[src/verilog/flash_ctl_pkg.sv]
package flash_ctl_pkg;
   localparam int CLK_MHZ = 100;
   localparam int ADDR_W = 20;
   localparam int DATA_W = 16;
   // wishbone register offsets
   localparam logic [7:0] REG_CTRL = 8'h00;
   localparam logic [7:0] REG_ADDR = 8'h04;
   localparam logic [7:0] REG_WDATA = 8'h08;
   localparam logic [7:0] REG_RDATA = 8'h0c;
   localparam logic [7:0] REG_STATUS = 8'h10;
   localparam logic [7:0] REG_IRQ = 8'h14;
   localparam logic [7:0] REG_MASK = 8'h18;
   localparam logic [7:0] REG_TIMER = 8'h1c;
   // control fields
   localparam int CTRL_GO = 0;
   localparam int CTRL_OP_LSB = 1;
   localparam int CTRL_OP_W = 3;
   localparam int CTRL_ACCEL = 4;
   // irq fields
   localparam int IRQ_DONE = 0;
   localparam int IRQ_TIMEOUT = 1;
   // operations
   localparam logic [2:0] OP_READ = 3'h0;
   localparam logic [2:0] OP_WRITE = 3'h1;
   localparam logic [2:0] OP_PROGRAM = 3'h2;
   localparam logic [2:0] OP_CHIP_ERASE = 3'h3;
   localparam logic [2:0] OP_SECTOR_ERASE = 3'h4;
   localparam logic [2:0] OP_SUSPEND = 3'h5;
   localparam logic [2:0] OP_RESUME = 3'h6;
   // command codes
   localparam logic [15:0] CMD_ADDR1 = 16'h0555;
   localparam logic [15:0] CMD_ADDR2 = 16'h0aaa;
   localparam logic [15:0] CMD_AA = 16'h00aa;
   localparam logic [15:0] CMD_55 = 16'h0055;
   localparam logic [15:0] CMD_PROG = 16'h00a0;
   localparam logic [15:0] CMD_ERASE = 16'h0080;
   localparam logic [15:0] CMD_CHIP = 16'h0010;
   localparam logic [15:0] CMD_SECTOR = 16'h0030;
   localparam logic [15:0] CMD_SUSP = 16'h00b0;
   localparam logic [15:0] CMD_RESUME = 16'h0030;
   localparam int TOGGLE_BIT = 6;
   // bus cycle phase, in clocks of 10 ns
   localparam int T_PHASE_NS = 100;
   localparam int PHASE_CYC = (T_PHASE_NS * CLK_MHZ + 999) / 1000;
   // operation time limits
   localparam int T_PROG_US = 50;
   localparam int T_PROG_ACC_US = 25;
   localparam int T_CHIP_S = 12;
   localparam int T_CHIP_ACC_S = 6;
   localparam int T_SECTOR_MS = 400;
   localparam int T_SUSP_US = 15;
   localparam longint PROG_CYC = longint'(T_PROG_US) * CLK_MHZ;
   localparam longint PROG_ACC_CYC = longint'(T_PROG_ACC_US) * CLK_MHZ;
   localparam longint CHIP_CYC = longint'(T_CHIP_S) * 1000000 * CLK_MHZ;
   localparam longint CHIP_ACC_CYC = longint'(T_CHIP_ACC_S) * 1000000 * CLK_MHZ;
   localparam longint SECTOR_CYC = longint'(T_SECTOR_MS) * 1000 * CLK_MHZ;
   localparam longint SUSP_CYC = longint'(T_SUSP_US) * CLK_MHZ;
endpackage : flash_ctl_pkg

[src/verilog/flash_ctl.sv]
// Implementation choices: the Wishbone slave port and the address map.
module flash_ctl
   import flash_ctl_pkg::*;
#(
   parameter longint PROG_LIMIT = PROG_CYC,
   parameter longint PROG_ACC_LIMIT = PROG_ACC_CYC,
   parameter longint CHIP_LIMIT = CHIP_CYC,
   parameter longint CHIP_ACC_LIMIT = CHIP_ACC_CYC,
   parameter longint SECTOR_LIMIT = SECTOR_CYC,
   parameter longint SUSP_LIMIT = SUSP_CYC
) (
   // clock and reset
   input wire logic clk_i,
   input wire logic rst_i,
   // wishbone slave
   input wire logic wb_cyc_i,
   input wire logic wb_stb_i,
   input wire logic wb_we_i,
   input wire logic [7:0] wb_adr_i,
   input wire logic [3:0] wb_sel_i,
   input wire logic [31:0] wb_dat_i,
   output logic [31:0] wb_dat_o,
   output logic wb_ack_o,
   // interrupt
   output logic irq_o,
   // flash pins
   output logic [ADDR_W-1:0] fl_addr_o,
   output logic fl_ce_n_o,
   output logic fl_oe_n_o,
   output logic fl_we_n_o,
   output logic [DATA_W-1:0] fl_dq_o,
   output logic fl_dq_oe_o,
   input wire logic [DATA_W-1:0] fl_dq_i
);
   typedef enum {S_IDLE, S_SETUP, S_STROBE, S_HOLD, S_RGAP, S_RSTROBE, S_NEXT} state_t;
   state_t state_r;
   logic [2:0] op_r;
   logic accel_r;
   logic busy_r;
   logic [ADDR_W-1:0] addr_r;
   logic [DATA_W-1:0] wdata_r;
   logic [DATA_W-1:0] rdata_r;
   logic [DATA_W-1:0] prev_r;
   logic have_prev_r;
   logic polling_r;
   logic [2:0] step_r;
   logic [2:0] nsteps_r;
   logic [7:0] phase_r;
   logic [63:0] timer_r;
   logic [63:0] limit_r;
   logic [1:0] irq_r;
   logic [1:0] mask_r;
   logic timeout_r;
   logic ack_r;
   logic [DATA_W-1:0] dq_s1_r;
   logic [DATA_W-1:0] dq_s2_r;
   // bus decode
   wire bus_req = wb_cyc_i && wb_stb_i && !ack_r;
   wire wr_ctrl = bus_req && wb_we_i && wb_adr_i == REG_CTRL && wb_sel_i[0];
   wire wr_addr = bus_req && wb_we_i && wb_adr_i == REG_ADDR;
   wire wr_wdata = bus_req && wb_we_i && wb_adr_i == REG_WDATA;
   wire wr_irq = bus_req && wb_we_i && wb_adr_i == REG_IRQ && wb_sel_i[0];
   wire wr_mask = bus_req && wb_we_i && wb_adr_i == REG_MASK && wb_sel_i[0];
   wire start = wr_ctrl && wb_dat_i[CTRL_GO] && !busy_r;
   wire [2:0] new_op = wb_dat_i[CTRL_OP_LSB +: CTRL_OP_W];
   wire accel_nxt = wb_dat_i[CTRL_ACCEL];
   wire phase_done = phase_r == 8'(PHASE_CYC - 1);
   wire timed_out = timer_r >= limit_r;
   // completion only by comparing consecutive toggle bits
   wire toggle_same = prev_r[TOGGLE_BIT] == dq_s2_r[TOGGLE_BIT];
   wire op_polls = op_r == OP_PROGRAM || op_r == OP_CHIP_ERASE ||
                   op_r == OP_SECTOR_ERASE || op_r == OP_SUSPEND;
   // command sequence per step
   logic [ADDR_W-1:0] seq_addr;
   logic [DATA_W-1:0] seq_data;
   always_comb begin
      seq_addr = ADDR_W'(CMD_ADDR1);
      seq_data = CMD_AA;
      case (step_r)
         3'h0: begin
            seq_addr = ADDR_W'(CMD_ADDR1);
            seq_data = CMD_AA;
         end
         3'h1: begin
            seq_addr = ADDR_W'(CMD_ADDR2);
            seq_data = CMD_55;
         end
         3'h2: begin
            seq_addr = ADDR_W'(CMD_ADDR1);
            seq_data = (op_r == OP_PROGRAM) ? CMD_PROG : CMD_ERASE;
         end
         3'h3: begin
            seq_addr = (op_r == OP_PROGRAM) ? addr_r : ADDR_W'(CMD_ADDR1);
            seq_data = (op_r == OP_PROGRAM) ? wdata_r : CMD_AA;
         end
         3'h4: begin
            seq_addr = ADDR_W'(CMD_ADDR2);
            seq_data = CMD_55;
         end
         default: begin
            // final erase write picks chip or sector
            seq_addr = (op_r == OP_CHIP_ERASE) ? ADDR_W'(CMD_ADDR1) : addr_r;
            seq_data = (op_r == OP_CHIP_ERASE) ? CMD_CHIP : CMD_SECTOR;
         end
      endcase
      if (op_r == OP_WRITE) begin
         seq_addr = addr_r;
         seq_data = wdata_r;
      end
      if (op_r == OP_SUSPEND || op_r == OP_RESUME) begin
         seq_addr = addr_r;
         seq_data = (op_r == OP_SUSPEND) ? CMD_SUSP : CMD_RESUME;
      end
   end
   logic [63:0] limit_nxt;
   always_comb begin
      limit_nxt = 64'(SUSP_LIMIT);
      case (new_op)
         OP_PROGRAM: limit_nxt = accel_nxt ? 64'(PROG_ACC_LIMIT) : 64'(PROG_LIMIT);
         OP_CHIP_ERASE: limit_nxt = accel_nxt ? 64'(CHIP_ACC_LIMIT) : 64'(CHIP_LIMIT);
         OP_SECTOR_ERASE: limit_nxt = 64'(SECTOR_LIMIT);
         OP_SUSPEND: limit_nxt = 64'(SUSP_LIMIT);
         default: limit_nxt = 64'(SUSP_LIMIT);
      endcase
   end
   wire [2:0] steps_nxt = (new_op == OP_PROGRAM) ? 3'h4 :
                          (new_op == OP_CHIP_ERASE || new_op == OP_SECTOR_ERASE) ? 3'h6 :
                          3'h1;
   // read mux
   logic [31:0] rd_mux;
   always_comb begin
      rd_mux = 32'h0;
      case (wb_adr_i)
         REG_CTRL: rd_mux = {27'h0, accel_r, op_r, 1'b0};
         REG_ADDR: rd_mux = 32'(addr_r);
         REG_WDATA: rd_mux = 32'(wdata_r);
         REG_RDATA: rd_mux = 32'(rdata_r);
         REG_STATUS: rd_mux = {30'h0, timeout_r, busy_r};
         REG_IRQ: rd_mux = {30'h0, irq_r};
         REG_MASK: rd_mux = {30'h0, mask_r};
         REG_TIMER: rd_mux = timer_r[31:0];
         default: rd_mux = 32'h0;
      endcase
   end
   assign wb_ack_o = ack_r;
   assign irq_o = |(irq_r & mask_r);
   always_ff @(posedge clk_i) begin
      dq_s1_r <= fl_dq_i;
      dq_s2_r <= dq_s1_r;
   end
   always_ff @(posedge clk_i) begin
      if (rst_i) begin
         ack_r <= 1'b0;
         wb_dat_o <= 32'h0;
         addr_r <= '0;
         wdata_r <= '0;
         mask_r <= 2'h0;
         accel_r <= 1'b0;
      end else begin
         ack_r <= bus_req;
         if (bus_req) wb_dat_o <= rd_mux;
         if (wr_addr) addr_r <= wb_dat_i[ADDR_W-1:0];
         if (wr_wdata) wdata_r <= wb_dat_i[DATA_W-1:0];
         if (wr_mask) mask_r <= wb_dat_i[1:0];
         if (wr_ctrl && !busy_r) accel_r <= wb_dat_i[CTRL_ACCEL];
      end
   end
   logic done_ev;
   logic to_ev;
   always_ff @(posedge clk_i) begin
      if (rst_i) begin
         irq_r <= 2'h0;
      end else begin
         irq_r <= (irq_r & ~(wr_irq ? wb_dat_i[1:0] : 2'h0)) | {to_ev, done_ev};
      end
   end
   always_ff @(posedge clk_i) begin
      if (rst_i) begin
         state_r <= S_IDLE;
         op_r <= OP_READ;
         busy_r <= 1'b0;
         step_r <= 3'h0;
         nsteps_r <= 3'h0;
         phase_r <= 8'h0;
         timer_r <= 64'h0;
         limit_r <= 64'h0;
         rdata_r <= '0;
         prev_r <= '0;
         have_prev_r <= 1'b0;
         polling_r <= 1'b0;
         timeout_r <= 1'b0;
         done_ev <= 1'b0;
         to_ev <= 1'b0;
         fl_addr_o <= '0;
         fl_ce_n_o <= 1'b1;
         fl_oe_n_o <= 1'b1;
         fl_we_n_o <= 1'b1;
         fl_dq_o <= '0;
         fl_dq_oe_o <= 1'b0;
      end else begin
         done_ev <= 1'b0;
         to_ev <= 1'b0;
         phase_r <= phase_done ? 8'h0 : phase_r + 8'h1;
         if (polling_r) timer_r <= timer_r + 64'h1;
         case (state_r)
            S_IDLE: begin
               phase_r <= 8'h0;
               if (start) begin
                  op_r <= new_op;
                  busy_r <= 1'b1;
                  timeout_r <= 1'b0;
                  step_r <= 3'h0;
                  nsteps_r <= steps_nxt;
                  limit_r <= limit_nxt;
                  timer_r <= 64'h0;
                  have_prev_r <= 1'b0;
                  polling_r <= 1'b0;
                  state_r <= (new_op == OP_READ) ? S_RGAP : S_SETUP;
               end
            end
            S_SETUP: begin
               fl_addr_o <= seq_addr;
               fl_dq_o <= seq_data;
               fl_dq_oe_o <= 1'b1;
               fl_oe_n_o <= 1'b1;
               fl_ce_n_o <= 1'b0;
               if (phase_done) state_r <= S_STROBE;
            end
            S_STROBE: begin
               fl_we_n_o <= 1'b0;
               if (phase_done) state_r <= S_HOLD;
            end
            S_HOLD: begin
               fl_we_n_o <= 1'b1;
               if (phase_done) begin
                  fl_ce_n_o <= 1'b1;
                  fl_dq_oe_o <= 1'b0;
                  if (step_r == nsteps_r - 3'h1) begin
                     step_r <= 3'h0;
                     polling_r <= op_polls;
                     state_r <= op_polls ? S_RGAP : S_NEXT;
                  end else begin
                     step_r <= step_r + 3'h1;
                     state_r <= S_SETUP;
                  end
               end
            end
            S_RGAP: begin
               // poll address stays fixed across reads
               fl_addr_o <= addr_r;
               fl_ce_n_o <= 1'b1;
               fl_oe_n_o <= 1'b1;
               fl_dq_oe_o <= 1'b0;
               if (phase_done) state_r <= S_RSTROBE;
            end
            S_RSTROBE: begin
               // each poll read is its own oe and ce pulse
               fl_ce_n_o <= 1'b0;
               fl_oe_n_o <= 1'b0;
               if (phase_done) begin
                  fl_ce_n_o <= 1'b1;
                  fl_oe_n_o <= 1'b1;
                  prev_r <= dq_s2_r;
                  have_prev_r <= 1'b1;
                  if (!polling_r) begin
                     rdata_r <= dq_s2_r;
                     state_r <= S_NEXT;
                  end else if (have_prev_r && toggle_same) begin
                     rdata_r <= dq_s2_r;
                     state_r <= S_NEXT;
                  end else if (timed_out) begin
                     timeout_r <= 1'b1;
                     to_ev <= 1'b1;
                     state_r <= S_NEXT;
                  end else begin
                     state_r <= S_RGAP;
                  end
               end
            end
            S_NEXT: begin
               busy_r <= 1'b0;
               polling_r <= 1'b0;
               done_ev <= 1'b1;
               state_r <= S_IDLE;
            end
            default: state_r <= S_IDLE;
         endcase
      end
   end
endmodule : flash_ctl

[config.mk]
export PLATFORM = sky130hd
export DESIGN_NAME = flash_ctl
export DESIGN_NICKNAME = d
export VERILOG_FILES = /design/src/verilog/flash_ctl_pkg.sv /design/src/verilog/flash_ctl.sv
export SDC_FILE = /design/constraint.sdc
export NUM_CORES = 1
export LEC_CHECK = 0
export BUFFER_PORTS_ARGS = -buffer_cell sky130_fd_sc_hd__buf_2
export CAP_MARGIN = 15
export CELL_PAD_IN_SITES_DETAIL_PLACEMENT = 0
export CELL_PAD_IN_SITES_GLOBAL_PLACEMENT = 1
export CORE_MARGIN = 2
export CORE_UTILIZATION = 35
export CTS_CLUSTER_SIZE = 16
export DETAILED_ROUTE_END_ITERATION = 12
export GPL_TIMING_DRIVEN = 1
export PLACE_DENSITY_LB_ADDON = 0.08
export SLEW_MARGIN = 25
export SYNTH_ARGS = -nofsm -noshare
export SYNTH_HDL_FRONTEND = slang
export SYNTH_SLANG_ARGS = --single-unit
[constraint.sdc]
create_clock -name clk_i -period 2.7 [get_ports clk_i]
set_clock_uncertainty 0.05 [all_clocks]
set_input_delay 0.81 -clock clk_i [delete_from_list [all_inputs] [get_ports clk_i]]
set_output_delay 0.81 -clock clk_i [all_outputs]
set_load 0.005 [all_outputs]
==> Word-level counts from Yosys, hierarchy flattened <==
Index checks and enable logic that the tools add are counted.
{ "word_totals": {"reg_bits": 352, "in_bits": 65, "output_inout_bits": 74} }
{ "op_classes": {"addsub": 4, "order_cmp": 1, "n_eq_ne": 40, "muxes": 63, "n_bitwise": 7, "reduce_logical": 52} }
{ "ops": {"columns": ["op", "count"], "rows": [
  ["$pmux W32 S8", 1],
  ["$mux W32", 6],
  ["$mux W64", 3],
  ["$pmux W32 S6", 1],
  ["$eq A32 B3 Y1 const B", 3],
  ["$pmux W31 S3", 1],
  ["$mux W16", 5],
  ["$mux W20", 4],
  ["$add A64 B1 Y64 const B", 1],
  ["$eq A32 B2 Y1 const B", 2],
  ["$ge A64 B64 Y1", 1],
  ["$pmux W16 S4", 1],
  ["$pmux W20 S3", 1],
  ["$pmux W20 S2", 1],
  ["$eq A32 B1 Y1 const B", 1],
  ["$eq A8 B5 Y1 const B", 4],
  ["$logic_not A32 Y1", 1],
  ["$mux W31", 1],
  ["$eq A8 B4 Y1 const B", 3],
  ["$mux W3", 7],
  ["$ne A2 B2 Y1 const B", 10],
  ["$eq A3 B2 Y1 const B", 6],
  ["$eq A3 B3 Y1 const B", 5],
  ["$logic_and A1 B1 Y1", 15],
  ["other kinds (35)", 83]
]} }

==> Depth between registers and ports, before layout <==
{ "logic_depth": {"ltp_word": 9, "mapped_depth": 10} }

==> Worst setup path after synthesis <==
Ideal clock, no wire load.
{ "synth_path": {"path_kind": "in2reg", "start": "input wb_adr_i[1]", "end": "register polling_r", "arrival_time_ns": 2.478, "t_required_ns": 2.529, "slack_ns": 0.052, "cell_stages": 6, "n_path_buf": 1, "cell_sequence": "or4_1 -> buf_2 -> nor4_4 -> a31oi_1 -> a211oi_1 -> mux2_2"} }
{ "synth_via": {"elab_chain_cells": 7} }
{ "synth_lines": {"columns": ["item", "line", "text"], "rows": [
  ["start, declared", "flash_ctl.sv:19", "input wire logic [7:0] wb_adr_i,"],
  ["$logic_not A8 Y1", "flash_ctl.sv:59", "wire wr_ctrl = bus_req && wb_we_i && wb_adr_i == REG_CTRL && wb_sel_i[0];"],
  ["$logic_and A1 B1 Y1 (2 in series)", "flash_ctl.sv:59", null],
  ["$logic_and A1 B1 Y1 (2 in series)", "flash_ctl.sv:64", "wire start = wr_ctrl && wb_dat_i[CTRL_GO] && !busy_r;"],
  ["$ne A2 B2 Y1 (no line)", null, null],
  ["$reduce_and A4 Y1 (no line)", null, null],
  ["end signal, assigned", "flash_ctl.sv:240", "polling_r <= op_polls;"],
  ["end, declared", "flash_ctl.sv:45", "logic polling_r;"]
]} }
Every way passes these cells.
A chain may end at the register's enable or synchronous reset.

==> Final worst setup path <==
{ "layout_path": {"start": "register timer_r[39]", "end": "register timer_r[57]"} }
{ "layout_via": {"elab_chain_cells": 4} }
{ "layout_lines": {"columns": ["item", "line", "text"], "rows": [
  ["start, declared", "flash_ctl.sv:49", "logic [63:0] timer_r;"],
  ["start signal, assigned", "flash_ctl.sv:204", "if (polling_r) timer_r <= timer_r + 64'h1;"],
  ["$add A64 B1 Y64 *", "flash_ctl.sv:204", null],
  ["$mux W64 *", "flash_ctl.sv:204", null],
  ["$mux W64", "flash_ctl.sv:208", "if (start) begin"],
  ["$mux W64 *", "flash_ctl.sv:205", "case (state_r)"]
]} }
Every way passes the cells marked *; elsewhere a longest branch is shown, timed or not.

==> metrics.cfg <==
[sta]
rsz0062_at_grt = no
whs_ps = 274.6
max_freq_ghz = 0.4149
timing.final.crit_share_pct = 89.27
hold_viol = 0
min_period_ps = 2410
slew_viol_final = 0
relSlewSlack_pct = 44.62
tightest_slew_ps = 829.6
finalSetupViolations = 0
setup_ws_ps = 289.6

[setup_path]
crit_chain = nand4_4 -> or2_1 -> or3_4 -> or4_4 -> mux2_4
cp-start-kind = flop
cpMaxStageDelayCell = or4_4
crit_required_ps = 3100
slowest_delay_ps = 550
end_kind = flop
critical_path_class = reg2reg
crit_fanout = 7
crit_arrival_ps = 2810

[floorplanning]
rows = 67
die_width_um = 187.7
initial_core_util_pct = 35.42
coreArea_um2 = 33360
dieArea_um2 = 35250
boundaryPins = 139
die_height_um = 187.7

[logic_synthesis]
synth_edf_count = 0
synth_cell_types = 72
avgSynthCellArea_um2 = 8.600
syn-num-nets = 1472
ys_seq_area_share_pct = 45.07
ys_seq_elements = 266
syn_inst = 1374
async_reset_ff_share_pct = 0
yosys_warnings = 0
synth_ff_type = dfxtp_1
synth_area_um2 = 11820

[cells_and_area]
finalNetCount = 1646
final_cell_area_um2 = 14550
mostFrequentLayoutCells = dfxtp_1, nand2_1, a21oi_1
fillers = 3467
layout_commonest_cell = dfxtp_1
finish.utilization_pct = 43.61
area_growth_pct = 23.14
layout-drive-gt1-share_pct = 19.45

[power_and_ir_drop]
total_power_mw = 8.639
irDropWorstVdd_uv = 486.3
p_per_area_nw_per_um2 = 593.7
leakage_nw = 5.464

[global_routing]
grt_start_max_net_pins = 56
grt_first_pass_wirelength_um = 59440
grt_pass1_vias = 10110
grt_use_total_pct = 21.29
antenna_found_initial = 0
gr-total-overflow = 0

[clock_tree]
htreeDepth = 1
clk_path_buf_depth = 3
clkTransAtPathRegs_ps = 60
clock_sinks = 266
post_cts_buffers = 0
cts_buffers = 31
cts.root.buffer_cell = clkbuf_16
post_cts_resized = 0
postCtsHoldBufs = 0
clkLatencyLatePin_ps = 580
cts_tree = built

[routing]
drtAntennaViolNets = 0
wire_per_inst_um = 18.78
num_vias = 10600
drc_errors = 0
dr.pass1.iters = 5
initialDrtViolationCount = 671
viasPerCell = 5.242
wirelength_um = 37980

[outcome]
status = complete, no violations

[worst_hold_path]
hold_path.class = reg2reg

[flow_run]
max-cap-violations = 0

[placement]
io_buffers = 123
dp_hpwl_um = 27580
gp_congestion = 0.8162
post-place-ws_ps = -202.6
placed_area_um2 = 13530

==> synth_stat cells, drive strengths merged, types with 3 or more instances <==
cell | number | area [um2]
nor2 | 114 | 427.9
and2 | 3 | 18.77
or2 | 5 | 31.28
a221oi | 5 | 50.04
xnor2 | 15 | 131.4
nor3b | 4 | 30.03
a21o | 5 | 37.54
xor2 | 24 | 210.2
o211ai | 9 | 67.56
a22o | 19 | 166.4
nand3b | 4 | 30.03
a22oi | 34 | 255.2
ha | 33 | 412.9
nand2 | 174 | 653.1
inv | 43 | 161.4
a21oi | 142 | 710.7
nor4 | 21 | 203.9
a211o | 4 | 35.03
or3 | 21 | 136.4
nor2b | 12 | 75.07
clkbuf | 62 | 232.7
o31ai | 20 | 150.1
nand2b | 19 | 118.9
a311oi | 3 | 26.28
o221ai | 5 | 43.79
mux2 | 3 | 37.53
a31oi | 6 | 37.54
buf | 16 | 87.58
o21ai | 44 | 220.2
mux2i | 24 | 240.2
or4 | 23 | 176.4
nand4 | 25 | 171.4
and3 | 13 | 81.33
nor3 | 33 | 170.2
nand4b | 3 | 26.28
o21a | 3 | 22.52
nand3 | 69 | 345.3
mux4 | 4 | 90.09
a211oi | 15 | 112.6
dfxtp | 266 | 5325
==> worst max-delay path: cells and delay by family (launching register included) <==
family / cells / cell delay, ps
flops: 1 / 470
mux: 1 / 310
simple gates: 4 / 1460
==> path summary, 6_finish.rpt <==
| kind | start | end | slack (ps) | cells past startpoint |
|---|---|---|---|---|
| hold reg to reg | dq_s1_r[15] | dq_s2_r[15] | 270 | 0 |
| hold / removal | dq_s1_r[15] | dq_s2_r[15] | 270 | 0 |
| setup / recovery | timer_r[39] | timer_r[57] | 290 | 5 |
| setup reg to reg | timer_r[39] | timer_r[57] | 290 | 5 |
==> flip-flops by register name, indices dropped and copies added, names as in the netlist, 8 cells and up <==
name,flops
rdata_r,16
phase_r,8
wdata_r,16
fl_dq_o,16
dq_s2_r,16
timer_r,64
fl_addr_o,20
addr_r,20
wb_dat_o,32
dq_s1_r,16
limit_r,14
==> logic make-up (layout without fill, tap and decap cells) <==
group                    after synthesis  in the layout  share of synthesized area [%]
AND/OR/NAND/NOR                      551            551                          23.48
AO/OA/AOI/OAI                        332            332                          17.69
flip-flops                           266            266                          45.07
buffers and inverters                121            320                          4.077
XOR/XNOR                              40             40                          3.081
adder cells (fa/ha/maj)               33             33                          3.494
multiplexers                          31             31                          3.113
other                                  0              1                              0
==> power by group <==
part / switching (mW) / total [mW] / internal, mW
Sequential: 0.0385 / 4.04 / 4.00
Combinational: 0.296 / 0.458 / 0.162
Clock: 1.74 / 4.14 / 2.40
==> through the flow <==
stage,cells,TNS [ps]
final,2022,0
after global routing,2021,0
after detailed placement,1963,-4582
after global placement,1963,-4418
after floorplan,1374,0
after CTS,2021,0
==> metal layers <==
layer	part of all wire, %	GRT usage (%)	vias up
met5	0	0	-
met4	2.0	4.452	0
met3	4.4	3.294	52
met2	45	34.39	219
met1	49	30.07	5015
li1	-	-	5313
==> final cells by class <==
cell class / count / area, um2 / share of cell area (%)
repair buffers: 219 / 1451 / 9.975
diodes: 1 / 2.502 / 0.01720
multi-input cells: 987 / 6036 / 41.48
clock buffers: 37 / 838.3 / 5.761
clock inverters: 21 / 175.2 / 1.204
well taps: 448 / 560.5 / 3.852
inverters: 43 / 161.4 / 1.109
flip-flops and latches: 266 / 5325 / 36.60
Note: power is estimated with default switching activity, not from simulation.
